### config.mk
export PLATFORM = sky130hd
export DESIGN_NAME = prom_word_programmer
export DESIGN_NICKNAME = d
export VERILOG_FILES = /design/src/prom_programmer_unit_pkg.sv /design/src/prom_bit_timer.sv /design/src/prom_word_programmer.sv
export SDC_FILE = /design/constraint.sdc
export NUM_CORES = 1
export LEC_CHECK = 0
export BUFFER_PORTS_ARGS = -buffer_cell sky130_fd_sc_hd__buf_2
export CAP_MARGIN = 20
export CORE_ASPECT_RATIO = 0.75
export CORE_MARGIN = 3
export CORE_UTILIZATION = 58
export DETAILED_ROUTE_END_ITERATION = 12
export GPL_ROUTABILITY_DRIVEN = 0
export GPL_TIMING_DRIVEN = 0
export HOLD_SLACK_MARGIN = 0.06
export PLACE_DENSITY = 0.89
export SLEW_MARGIN = 15
export SYNTH_ARGS = -nofsm -noshare
export SYNTH_HDL_FRONTEND = slang
export SYNTH_SLANG_ARGS = --single-unit
### constraint.sdc
create_clock -name clk_i -period 6.35 [get_ports clk_i]
set_input_delay 0.9525 -clock clk_i [delete_from_list [all_inputs] [get_ports clk_i]]
set_output_delay 0.9525 -clock clk_i [all_outputs]
set_load 0.01 [all_outputs]
### src/prom_programmer_unit_pkg.sv
// constants shared by the word programmer and its pulse sequencer
//
// Contract
// - hold 12-bit address and 16-bit data
// - load-data copies all sixteen bits, then flags
// - address load takes bits 0-11 only
// - shift left; ones pulse, zeros skip
// - one bit 20 ms, zero bit 400 ns
// - high address bits pick bank, pulse enable
// - full address to board latch simultaneously
// - hold address 5 ms after last bit
// - set done, then 5 ms readback window
// - start sets busy, clears done, starts cycle; while busy or in the hold window it sets busy but starts none
// - clear resets busy and done
// - pulse clears done only
// - verify returns board data unlatched, then flags
// - respond to jumpered six-bit device code
// - controller handles busy, done, interrupt
package prom_programmer_unit_pkg;

  // ----------------------------------------------------------------
  // bus fields and codes
  // ----------------------------------------------------------------
  localparam int unsigned DATA_W      = 16;
  localparam int unsigned ADDR_W      = 12;
  localparam int unsigned ADDR_LSB    = 0;
  localparam int unsigned BANK_W      = 3;
  localparam int unsigned DEVCODE_W   = 6;
  localparam logic [DEVCODE_W-1:0] DEVCODE_NORMAL = 6'h05;
  localparam int unsigned MASK_BIT    = 15;

  typedef enum logic [1:0] {
    FLAG_NONE,
    FLAG_START,
    FLAG_CLEAR,
    FLAG_PULSE
  } flag_fn_t;

  // ----------------------------------------------------------------
  // timing
  // ----------------------------------------------------------------
  localparam int unsigned CLK_HZ      = 10_000_000;
  localparam int unsigned ONE_BIT_MS  = 20;
  localparam int unsigned ZERO_BIT_NS = 400;
  localparam int unsigned HOLD_MS     = 5;
  localparam int unsigned ONE_BIT_CYC = ONE_BIT_MS * (CLK_HZ / 1000);
  localparam int unsigned ZERO_BIT_CYC =
    (ZERO_BIT_NS * (CLK_HZ / 1_000_000) + 999) / 1000;
  localparam int unsigned HOLD_CYC    = HOLD_MS * (CLK_HZ / 1000);

endpackage : prom_programmer_unit_pkg

### src/prom_bit_timer.sv
// per-step timer for one bit slot or the hold interval
`timescale 1ns/100ps
`default_nettype none
module prom_bit_timer #(
  parameter int unsigned CNT_W = 24
) (
  // clock and reset
  input  wire logic             clk_i,
  input  wire logic             rst_i,
  // control
  input  wire logic             load_i,
  input  wire logic [CNT_W-1:0] count_i,
  // status
  output logic                  expired_o
);
  logic [CNT_W-1:0] count_reg;

  always_ff @(posedge clk_i or posedge rst_i) begin
    if (rst_i) begin
      count_reg <= '0;
    end else if (load_i) begin
      count_reg <= count_i;
    end else if (count_reg != '0) begin
      count_reg <= count_reg - 1'b1;
    end
  end

  assign expired_o = (count_reg == '0) && !load_i;
endmodule : prom_bit_timer
`default_nettype wire

### src/prom_word_programmer.sv
// programmed-io word programmer for a fuse prom board
`timescale 1ns/100ps
`default_nettype none
module prom_word_programmer
  import prom_programmer_unit_pkg::*;
#(
  parameter int unsigned ONE_CYC  = ONE_BIT_CYC,
  parameter int unsigned HOLD_CY  = HOLD_CYC,
  parameter int unsigned ZERO_CY  = ZERO_BIT_CYC
) (
  // clock and reset
  input  wire logic                 clk_i,
  input  wire logic                 rst_i,
  // io bus instruction strobes, same clock domain
  input  wire logic                 load_data_instr_i,
  input  wire logic                 load_address_instr_i,
  input  wire logic                 verify_read_instr_i,
  input  wire logic                 mask_out_i,
  input  wire logic [DEVCODE_W-1:0] sel_code_i,
  input  wire prom_programmer_unit_pkg::flag_fn_t flag_fn_i,
  input  wire logic [DATA_W-1:0]    bus_data_i,
  // jumpers, board data lines (asynchronous)
  input  wire logic [DEVCODE_W-1:0] dev_jumper_i,
  input  wire logic [DATA_W-1:0]    board_data_i,
  // host side answers
  output logic [DATA_W-1:0]         bus_data_o,
  output logic                      busy_o,
  output logic                      done_o,
  output logic                      irq_o,
  // prom board drive
  output logic [ADDR_W-1:0]         board_addr_o,
  output logic                      addr_valid_o,
  output logic [7:0]                bank_supply_o,
  output logic                      bit_drive_o,
  output logic [3:0]                bit_sel_o,
  output logic                      bank_enable_o
);
  import prom_programmer_unit_pkg::*;

  typedef enum logic [1:0] {ST_IDLE, ST_STEP, ST_HOLD} state_t;
  localparam int unsigned CW = 24;

  // ----------------------------------------------------------------
  // pin synchronisers
  // ----------------------------------------------------------------
  logic [DEVCODE_W-1:0] jmp_s1, jmp_s2;
  logic [DATA_W-1:0]    brd_s1, brd_s2;
  always_ff @(posedge clk_i or posedge rst_i) begin
    if (rst_i) begin
      jmp_s1 <= '0;
      jmp_s2 <= '0;
      brd_s1 <= '0;
      brd_s2 <= '0;
    end else begin
      jmp_s1 <= dev_jumper_i;
      jmp_s2 <= jmp_s1;
      brd_s1 <= board_data_i;
      brd_s2 <= brd_s1;
    end
  end

  // jumper inserted reads as one
  logic sel;
  assign sel = (sel_code_i == jmp_s2);
  logic do_data, do_addr, do_rd, any_io;
  assign do_data = sel && load_data_instr_i;
  assign do_addr = sel && load_address_instr_i;
  assign do_rd   = sel && verify_read_instr_i;
  assign any_io  = do_data || do_addr || do_rd;

  // ----------------------------------------------------------------
  // registers
  // ----------------------------------------------------------------
  logic [ADDR_W-1:0] addr_reg;
  logic [DATA_W-1:0] shift_reg;
  logic [4:0]        bits_reg;
  state_t            state_reg;
  logic              busy_reg, done_reg, irq_en_reg;
  logic              start, step_end, load_t;
  logic [CW-1:0]     load_cnt;

  assign start = any_io && (flag_fn_i == FLAG_START) && !busy_reg;

  always_ff @(posedge clk_i or posedge rst_i) begin
    if (rst_i) begin
      addr_reg <= '0;
    end else if (do_addr && !busy_reg) begin
      addr_reg <= bus_data_i[ADDR_W-1:ADDR_LSB];
    end
  end

  // host bit 15 is our msb, so a left shift exits ac bit 15 first
  always_ff @(posedge clk_i or posedge rst_i) begin
    if (rst_i) begin
      shift_reg <= '0;
    end else if (do_data && !busy_reg) begin
      shift_reg <= bus_data_i;
    end else if (state_reg == ST_STEP && step_end) begin
      shift_reg <= {shift_reg[DATA_W-2:0], 1'b0};
    end
  end

  // ----------------------------------------------------------------
  // sequencer
  // ----------------------------------------------------------------
  logic cur_one;
  assign cur_one = shift_reg[DATA_W-1];

  prom_bit_timer #(.CNT_W(CW)) u_timer (
    .clk_i     (clk_i),
    .rst_i     (rst_i),
    .load_i    (load_t),
    .count_i   (load_cnt),
    .expired_o (step_end)
  );

  logic step_go;
  always_ff @(posedge clk_i or posedge rst_i) begin
    if (rst_i) begin
      state_reg <= ST_IDLE;
      bits_reg  <= '0;
      step_go   <= 1'b0;
    end else begin
      step_go <= 1'b0;
      unique case (state_reg)
        ST_IDLE: begin
          if (start) begin
            state_reg <= ST_STEP;
            bits_reg  <= 5'd0;
            step_go   <= 1'b1;
          end
        end
        ST_STEP: begin
          if (step_end && !step_go) begin
            if (bits_reg == 5'(DATA_W - 1)) begin
              state_reg <= ST_HOLD;
              step_go   <= 1'b1;
            end else begin
              bits_reg <= bits_reg + 5'd1;
              step_go  <= 1'b1;
            end
          end
        end
        ST_HOLD: begin
          if (step_end && !step_go) begin
            state_reg <= ST_IDLE;
          end
        end
        default: state_reg <= ST_IDLE;
      endcase
    end
  end

  // a one bit takes the long pulse, a zero only its short slot
  assign load_t   = step_go;
  assign load_cnt = (state_reg == ST_HOLD) ? CW'(HOLD_CY) :
                    cur_one ? CW'(ONE_CYC) : CW'(ZERO_CY);

  // ----------------------------------------------------------------
  // flags; hardware set wins over a host clear
  // ----------------------------------------------------------------
  logic finish;
  assign finish = (state_reg == ST_STEP) && step_end && !step_go &&
                  (bits_reg == 5'(DATA_W - 1));

  always_ff @(posedge clk_i or posedge rst_i) begin
    if (rst_i) begin
      busy_reg <= 1'b0;
      done_reg <= 1'b0;
    end else if (finish) begin
      busy_reg <= 1'b0;
      done_reg <= 1'b1;
    end else if (any_io) begin
      unique case (flag_fn_i)
        FLAG_START: begin
          busy_reg <= 1'b1;
          done_reg <= 1'b0;
        end
        FLAG_CLEAR: begin
          busy_reg <= 1'b0;
          done_reg <= 1'b0;
        end
        FLAG_PULSE: done_reg <= 1'b0;
        FLAG_NONE:  done_reg <= done_reg;
      endcase
    end
  end

  always_ff @(posedge clk_i or posedge rst_i) begin
    if (rst_i) begin
      irq_en_reg <= 1'b1;
    end else begin
      irq_en_reg <= !mask_out_i;
    end
  end

  // verify path is combinational from the synchronised lines
  always_comb begin
    bus_data_o = do_rd ? brd_s2 : '0;
  end

  // ----------------------------------------------------------------
  // board drive
  // ----------------------------------------------------------------
  logic active;
  assign active        = (state_reg != ST_IDLE);
  assign board_addr_o  = addr_reg;
  assign addr_valid_o  = active;
  assign bit_drive_o   = (state_reg == ST_STEP) && cur_one;
  assign bit_sel_o     = bits_reg[3:0];
  assign bank_enable_o = (state_reg == ST_STEP) && cur_one &&
                         load_t;
  always_comb begin
    bank_supply_o = '0;
    if (state_reg == ST_STEP && cur_one) begin
      bank_supply_o[addr_reg[ADDR_W-1 -: BANK_W]] = 1'b1;
    end
  end
  assign busy_o = busy_reg;
  assign done_o = done_reg;
  assign irq_o  = done_reg && irq_en_reg;

  // ----------------------------------------------------------------
  // checks
  // ----------------------------------------------------------------
  property p_done_drops_busy;
    @(posedge clk_i) disable iff (rst_i)
    finish |=> done_reg && !busy_reg;
  endproperty
  a_done_drops_busy: assert property (p_done_drops_busy)
    else $error("done without busy drop");

  property p_start_sets_busy;
    @(posedge clk_i) disable iff (rst_i)
    start |=> busy_reg && !done_reg && state_reg == ST_STEP;
  endproperty
  a_start_sets_busy: assert property (p_start_sets_busy)
    else $error("start did not begin cycle");

  property p_clear;
    @(posedge clk_i) disable iff (rst_i)
    any_io && flag_fn_i == FLAG_CLEAR && !finish |=> !busy_reg && !done_reg;
  endproperty
  a_clear: assert property (p_clear)
    else $error("clear failed");

  property p_pulse;
    @(posedge clk_i) disable iff (rst_i)
    any_io && flag_fn_i == FLAG_PULSE && !finish
      |=> !done_reg && busy_reg == $past(busy_reg);
  endproperty
  a_pulse: assert property (p_pulse)
    else $error("pulse changed busy");

  property p_addr_load;
    @(posedge clk_i) disable iff (rst_i)
    do_addr && !busy_reg |=> addr_reg == $past(bus_data_i[ADDR_W-1:0]);
  endproperty
  a_addr_load: assert property (p_addr_load)
    else $error("address load wrong");

  property p_data_load;
    @(posedge clk_i) disable iff (rst_i)
    do_data && !busy_reg |=> shift_reg == $past(bus_data_i);
  endproperty
  a_data_load: assert property (p_data_load)
    else $error("data load wrong");

  property p_hold_addr;
    @(posedge clk_i) disable iff (rst_i)
    finish |=> addr_valid_o && $stable(board_addr_o);
  endproperty
  a_hold_addr: assert property (p_hold_addr)
    else $error("address not held");

  property p_irq;
    @(posedge clk_i) disable iff (rst_i)
    irq_o == (done_o && !$past(mask_out_i));
  endproperty
  a_irq: assert property (p_irq)
    else $error("irq missing");

  property p_zero_fast;
    @(posedge clk_i) disable iff (rst_i)
    state_reg == ST_STEP && step_go && !cur_one |-> ##[1:8] !step_go ##1
      (step_end || state_reg != ST_STEP);
  endproperty
  a_zero_fast: assert property (p_zero_fast)
    else $error("zero bit slow");
endmodule : prom_word_programmer
`default_nettype wire

Yosys cells after proc, flatten, opt, wreduce, memory -nomap -nowiden. Cells that the tools add are included. W data, S select, Z words.

Input bits: 52. Bits in registers: 107. Output and inout bits: 46.

Reduce and logical (&&, ||, !) cells: 36. Add/subtract/negate cells: 2. Muxes and demuxes: 28. Magnitude comparators: 2. Eq/ne operators: 13.

Operators by type and width (number): $mux W16 (3); $mux W24 (2); $mux W18 (2); $logic_not A24 Y1 (1); $reduce_bool A24 Y1 (1); $sub A24 B1 Y24 const B (1); $logic_and A1 B1 Y1 (16); $mux W5 (3); $pmux W5 S2 (1); $reduce_bool A2 Y1 (5); $mux W1 (8); $mux W2 (4); $mux W8 (1); $ne A2 B2 Y1 const B (4); $reduce_and A4 Y1 (2); $eq A2 B2 Y1 const B (3); $eq A6 B6 Y1 (1); $pmux W2 S3 (1); $add A5 B1 Y5 const B (1); $eq A5 B4 Y1 const B (1); $eq A2 B1 Y1 const B (2); $logic_not A2 Y1 (2); $lt A3 B4 Y1 const B (1); $ne A2 B1 Y1 const B (2); 8 further kinds (13).

Logic depth before layout (Yosys ltp). Gate-level depths: netlist of the first run.

Word-level depth: 8. Depth in mapped cells: 8. Mapped depth without buffers: 8.

Hierarchy. A second synthesis of the first run with hierarchy kept.

Cells, all modules: 406. Area total of the unflattened synthesis: 4798.4 µm².

By module, submodules not included: prom_word_programmer (area each 3339.5 µm², times used 1, cells each 242, seq. area each 2078.2 µm²); prom_bit_timer (area each 1458.9 µm², times used 1, cells each 164, seq. area each 600.6 µm²).

Worst setup path after synthesis of the first run. No wires, ideal clock.

Kind: input to output. From: in sel_code_i[4]. To: out bus_data_o[10]. Stages: 5. Arrival: 2212 ps. Buffers on the path: 1. Slack: 3185 ps. Cell sequence: xor2_1 nor4_1 and3_1 clkbuf_1 and2_1.

Longest elaborated chain between the ends: 3.

RTL lines: start, declared (RTL line prom_word_programmer.sv:19) `input wire logic [DEVCODE_W-1:0] sel_code_i,`; $eq A6 B6 Y1 (RTL line prom_word_programmer.sv:64) `assign sel = (sel_code_i == jmp_s2);`; $logic_and A1 B1 Y1 (RTL line prom_word_programmer.sv:68) `assign do_rd = sel && verify_read_instr_i;`; $mux W16 (RTL line prom_word_programmer.sv:199) `bus_data_o = do_rd ? brd_s2 : '0;`; end, declared (RTL line prom_word_programmer.sv:26) `output logic [DATA_W-1:0] bus_data_o,`.

Every way passes these cells.

Worst setup path in the final report of the first run.
From: in sel_code_i[4]. To: out bus_data_o[14].

The elaborated chain is that of the path after synthesis.

==> results of run 1 <==
-- synthesized netlist by cell type (all sizes together), types with 3 or more instances --
| library cell | number |
|---|---|
| nor4b | 3 |
| and2 | 20 |
| clkbuf | 10 |
| a2111oi | 3 |
| nand4 | 7 |
| buf | 8 |
| nor4 | 7 |
| inv | 13 |
| nor3 | 13 |
| nand2b | 6 |
| mux2i | 18 |
| nor2 | 30 |
| xor2 | 14 |
| and3 | 6 |
| nand2 | 28 |
| mux2 | 13 |
| or3 | 7 |
| xnor2 | 3 |
| a21oi | 6 |
| dfrtp | 106 |
| nand3 | 10 |
| nor3b | 3 |
| o31ai | 5 |
| ha | 4 |
| o21ai | 32 |
-- area by class of cell --
type / instances / area (um2)
inverters: 13 / 53.80
clock buffers: 10 / 127.6
multi-input cells: 265 / 1768
diodes: 1 / 2.502
plain buffers: 18 / 113.9
flip-flops and latches: 107 / 2679
repair buffers: 98 / 513.0
well taps: 101 / 126.4
clock inverters: 6 / 60.06
fillers: 527 / 2090
-- metrics by stage --
stage / power, mW / hold WS, ps / std cells / instance area, um2
after floorplan: 0.9233 / 331.2 / 403 / 4609
after CTS: 1.406 / 345.0 / 618 / 5441
after global routing: 1.462 / 361.7 / 619 / 5444
after detailed placement: 1.014 / 334.7 / 602 / 5254
final: 1.400 / 346.3 / 619 / 5444
after global placement: 0.9931 / 332.1 / 601 / 5221
-- metal layers --
layer  wire (um)  up-vias  track usage [%]
li1            -     1631                -
met1        4556     1716            33.28
met2        5021      159            38.68
met3         715        8            4.973
met4          74        0            6.078
met5           0        -           0.5952
-- power by group through the flow --
stage          sequential [mW]  combinational, mW  clock, mW
6_report                 0.807              0.193      0.400
2_1_floorplan            0.815              0.108          0
3_3_place_gp             0.812              0.181          0
3_5_place_dp             0.818              0.196          0
5_1_grt                  0.817              0.218      0.428
4_1_cts                  0.806              0.196      0.405
-- logic make-up after synthesis --
logic type	share of synthesized area (%)
AO/OA/AOI/OAI	8.415
multiplexers	7.085
XOR/XNOR	3.230
AND/OR/NAND/NOR	18.54
flip-flops	58.12
adder cells (fa/ha/maj)	1.086
buffers and inverters	3.529
-- worst max path at each step --
| stage | startpoint | to | slack [ps] | cells past startpoint |
|---|---|---|---|---|
| floorplan | rst_i | bits_reg[0] | 2580 | 1 |
| global placement | rst_i | board_addr_o[9] | 1630 | 2 |
| detailed placement | sel_code_i[4] | bus_data_o[14] | 2570 | 7 |
| CTS | sel_code_i[4] | bus_data_o[14] | 2560 | 7 |
| global route | sel_code_i[4] | bus_data_o[12] | 2390 | 7 |
| finish | sel_code_i[4] | bus_data_o[14] | 2550 | 7 |
-- critical path, stage by stage --
cell and delay [ps]:
buf_2 110, xor2_1 140, nor4_1 660, and3_1 390, clkbuf_1 270, and2_1 190
buf_2 140
==> impl_results.md, run 1 <==
* Rows at 27
* Switching Power at about 0.4 mW
* Min-Delay Startpoint: brd_s1[11]
* Hold Path Stages at 0
* Slew margin rel. at 50.30%
* Commonest non-fill, non-tap cells in the layout: dfrtp_1 (106), buf_2 (100), o21ai_0 (32)
* Commonest non-fill, non-tap cell in the layout: dfrtp_1
* CTS Buf Count at 9
* Initial Util at about three fifths
* Number of port buffers at 97
* Max Slew Vio Count at 0
* Initial antenna violation count at 1
* Ports at 98
* Post-synth EDFFs at 0
* DRT iter0 DRCs at 285
* Reg2reg start: u_timer.count_reg[0]
* Die Width at 108.9 um
* FF-to-FF End: u_timer.count_reg[20]
* Final #Nets at 568
* Largest net degree at the start of global routing at 82
* Final ANT Viol Nets at 0
* Synth area leader: dfrtp_1
* Switching Fraction at 28.62%
* Arr. time, crit path at about 2900 ps
* Post-synth top flop: dfrtp_1
* Routed WL at 10370 um
* Worst skew pair latency at ~370 ps
* Worst-path fanout max at 10
* R2R depth at 7
* Vias at 3514
* Layout area overhead at 18.11%
* Synth Register Bits at 107
* Die area at 9064 um2
* Hold buffers post-CTS at 0
* Clk sinks at around 110
* Deepest clock path buffer count at 2
* Total power per unit cell area at about 260 nW/um2
* Dpl ws at ~2600 ps
* Worst path required time at around 5400 ps
* Combinational power share at ~14%
* Critical path class: input port to output pin
* Period utilization at between 50% and 60%
* H-tree depth at 3
* Setup TNS at 0 ps
* HP Class: flop to flop
* Final hold vios at 0
* Static leakage at approximately 2.5 nW
* Layout Utilization at between 70% and 80%
* Setup crit start kind: input port
* Setup-failing EPs final at 0
* Reg clk slew, reported paths at between 100 and 150 ps
* WL/cell at roughly 17 um
* Std-Cell Core Area at roughly 7500 um2
* Sequential group share of total power at roughly 58%
* RSZ-0062 raised after global routing: no
* DIE HEIGHT at about 83 um
* CP Capture Type: output pin
* Syn avg cell area at around 11 um2
* Share of cells above drive strength 1 at 28.82%
* # Max-Cap Violations at 0
* Setup Buffers After CTS at 0
* R2r setup slk at 3740 ps
* Residual DRC count at 0
* Max FFs per register at 24
* Ranking of synthesized cells by area: dfrtp_1 (58%), mux2i_1 (3.9%), o21ai_0 (3.5%), mux2_2 (2.9%), and2_1 (2.7%)
* First-pass GRT wire length at 17280 um
* Post_cts resized at 0
* Vias in the first global route at roughly 3600
* Worst-margin pin slew at around 740 ps
* Cells after Synth at 403
* Status: completed
* Seq/Total Area, Yosys at between 50% and 60%
* Worst hold endpoint: brd_s2[11]
* First drt pass iteration count at 5
* Yosys cell types at 57
* Async SR Flop Fraction at 100.0%
* Fmax at ~0.26 GHz
* Yosys top cell area share at ~58%
* Synth Warn # at 0
* Minimum clock period at about 3800 ps
* DPL Wire Length at approximately 7700 um
* Overflow after GRT at 0
* Peak supply drop at approximately 0.16 mV
* Mapped Nets at around 460
* GR Util All Layers at between 20% and 30%
* Cell Int Power at 0.9992 mW
* Final WS setup at between 2000 and 3000 ps
* Clock share of power at between 20% and 30%
* Cell Area, Synth at about 4600 um2
* Root Buffer: clkbuf_8
* Clock Skew at about 14 ps
* CTS tree: done
* Avg Vias per Cell at ~5.7
Power figures use the tool's default switching activity.
==> run 2, diff against run 1 <==
--- a/config.mk
+++ b/config.mk
@@ -9,12 +9,12 @@
 export CAP_MARGIN = 20
 export CORE_ASPECT_RATIO = 0.75
 export CORE_MARGIN = 3
-export CORE_UTILIZATION = 58
+export CORE_UTILIZATION = 54
 export DETAILED_ROUTE_END_ITERATION = 12
 export GPL_ROUTABILITY_DRIVEN = 0
 export GPL_TIMING_DRIVEN = 0
 export HOLD_SLACK_MARGIN = 0.06
-export PLACE_DENSITY = 0.89
+export PLACE_DENSITY = 0.84
 export SLEW_MARGIN = 15
 export SYNTH_ARGS = -nofsm -noshare
 export SYNTH_HDL_FRONTEND = slang
==> constraint.sdc (replaced) <==
create_clock -name clk_i -period 3.95 [get_ports clk_i]
set_input_delay 0.5925 -clock clk_i [delete_from_list [all_inputs] [get_ports clk_i]]
set_output_delay 0.5925 -clock clk_i [all_outputs]
set_load 0.01 [all_outputs]
==> run 2 against run 1 <==
Global-route usage is 2.2 points lower. Utilization down 3.6 points. Cell count is 0.48% higher. Critical path depth decreased by 1. Wire length is 4.3% lower. Sequential power grew 61%. Clock skew shrank 6.4 ps. Count of clock-buffer cells in the layout unchanged. Largest cell class unchanged. Largest power group unchanged.
==> impl_results.md, run 2 (same netlist as run 1, synthesis figures left out) <==
* Status: completed (unchanged)
* CP Capture Type: output pin (unchanged)
* HP Class: input port to async pin (was flop to flop)
* Met1 wire length at 4413 um (was 4556 um)
* Arr. time, crit path at 2580 ps (was 2850 ps)
* Setup crit start kind: flop (was input port)
* R2r setup slk at 1410 ps (was 3740 ps)
* Vias at 3485 (was 3514)
* Commonest non-fill, non-tap cells in the layout: dfrtp_1 (106), buf_2 (100), o21ai_0 (32) (unchanged)
* Commonest non-fill, non-tap cell in the layout: dfrtp_1 (unchanged)
* Filler cells at 567 (was 527)
* Worst path required time at 3360 ps (was 5400 ps)
* Root Buffer: clkbuf_16 (was clkbuf_8)
* Max Slew Vio Count at 0 (unchanged)
* Std-Cell Core Area at 8093 um2 (was 7533 um2)
* Max FFs per register at 24 (unchanged)
* Met3 WL at 849 um (was 715 um)
* FF-to-FF End: bits_reg[0] (was u_timer.count_reg[20])
* Peak supply drop at 0.4379 mV (was 0.1593 mV)
* Die Width at 112.7 um (was 108.9 um)
* R2R depth at 8 (was 7)
* WL/cell at 15.95 um (was 16.75 um)
* Worst skew pair latency at 350 ps (was 370 ps)
* Clock Skew at 7.630 ps (was 14.01 ps)
* Hold buffers post-CTS at 0 (unchanged)
* Ant diodes at 0 (was 1)
* Setup Buffers After CTS at 0 (unchanged)
* Post_cts resized at 0 (unchanged)
* Final #Nets at 568 (unchanged)
* Total power per unit cell area at 446.0 nW/um2 (was 257.1 nW/um2)
* Largest net degree at the start of global routing at 62 (was 82)
* Number of port buffers at 97 (unchanged)
* DIE HEIGHT at 86.01 um (was 83.21 um)
* Vias in the first global route at 3389 (was 3618)
* WL met2 at 4547 um (was 5021 um)
* Static leakage at 2.594 nW (was 2.538 nW)
* Reg clk slew, reported paths at 70 ps (was 110 ps)
* Clk sinks at 107 (unchanged)
* First drt pass iteration count at 5 (unchanged)
* Worst-path fanout max at 10 (unchanged)
* Final hold vios at 0 (unchanged)
* # Max-Cap Violations at 0 (unchanged)
* Setup-failing EPs final at 0 (unchanged)
* Deepest clock path buffer count at 2 (unchanged)
* Overflow after GRT at 0 (unchanged)
* Uppermost layer routed: met4 (unchanged)
* CTS Buf Count at 9 (unchanged)
* DPL Wire Length at 7317 um (was 7677 um)
* Rows at 28 (was 27)
* GR Util All Layers at 21.85% (was 24.00%)
* Dpl ws at 861.7 ps (was 2574 ps)
* Worst-margin pin slew at 834.3 ps (was 738.7 ps)
* Share of cells above drive strength 1 at 28.82% (unchanged)
* Critical path class: flop to output pin (was input port to output pin)
* Layout area overhead at 20.47% (was 18.11%)
* CTS tree: done (unchanged)
* Routed WL at 9920 um (was 10370 um)
* Minimum clock period at roughly 3200 ps
* Fmax at between 0.3 and 0.4 GHz
* Initial antenna violation count at 0 (was 1)
* Final ANT Viol Nets at 0 (unchanged)
* Slew margin rel. at 43.87% (was 50.30%)
* DRT iter0 DRCs at 259 (was 285)
* Avg Vias per Cell at 5.603 (was 5.677)
* Final WS setup at 777.7 ps (was 2551 ps)
* Layout Utilization at 68.61% (was 72.26%)
* Reg2reg start: u_timer.count_reg[0] (unchanged)
* Die area at 9692 um2 (was 9064 um2)
* Initial Util at 56.96% (was 61.19%)
* Period utilization at between 80% and 90%
* H-tree depth at 3 (unchanged)
* Ports at 98 (unchanged)
* RSZ-0062 raised after global routing: no (unchanged)
* Residual DRC count at 0 (unchanged)
* Post-Layout Inst Area at 5553 um2 (was 5444 um2)
* DP Area at 5259 um2 (was 5254 um2)
* First-pass GRT wire length at 16640 um (was 17280 um)
[run 2: worst max-delay path by stage]
stage / endpoint / from / slack, ps
after detailed placement: bus_data_o[11] / sel_code_i[4] / 860
after CTS: bus_data_o[11] / jmp_s2[4] / 790
final: bus_data_o[9] / jmp_s2[4] / 780
after global placement: bits_reg[1] / rst_i / -450
after floorplan: bits_reg[0] / rst_i / 540
after global routing: bus_data_o[11] / jmp_s2[4] / 590
[run 2: cell type report]
type | instances | area, um2 | share of cell area (%)
Inverter | 13 | 53.80 | 0.9689
Multi-Input combinational cell | 265 | 1768 | 31.84
Clock inverter | 6 | 65.06 | 1.172
Buffer | 18 | 113.9 | 2.050
Tap cell | 105 | 131.4 | 2.366
Sequential cell | 107 | 2679 | 48.24
Timing Repair Buffer | 98 | 513.0 | 9.238
Clock buffer | 10 | 229.0 | 4.123
[run 2: stage by stage]
| step | power [mW] | TNS [ps] | std cells | hold slack (ps) |
|---|---|---|---|---|
| 3_5_place_dp | 1.622 | 0 | 606 | 334.7 |
| 3_3_place_gp | 1.597 | -47630 | 605 | 332.9 |
| 5_1_grt | 2.587 | 0 | 622 | 279.8 |
| 2_1_floorplan | 1.484 | 0 | 403 | 331.2 |
| 4_1_cts | 2.491 | 0 | 622 | 270.9 |
| 6_report | 2.477 | 0 | 622 | 258.1 |
[run 2: critical path, cell delays in order, from the launching register on]
cell	delay [ps]
dfrtp_1	380
xor2_1	160
nor4_1	730
and3_1	380
clkbuf_1	260
and2_1	190
buf_2	130
[run 2: power by group]
part,internal (mW),switching [mW]
Combinational,0.145,0.161
Clock,0.448,0.425
Sequential,1.22,0.0783
[run 2: routing by layer]
layer	vias to the layer above	global-route usage (%)
met4	0	6.441
met2	150	32.85
met3	11	7.052
met5	-	0
li1	1633	-
met1	1691	30.69
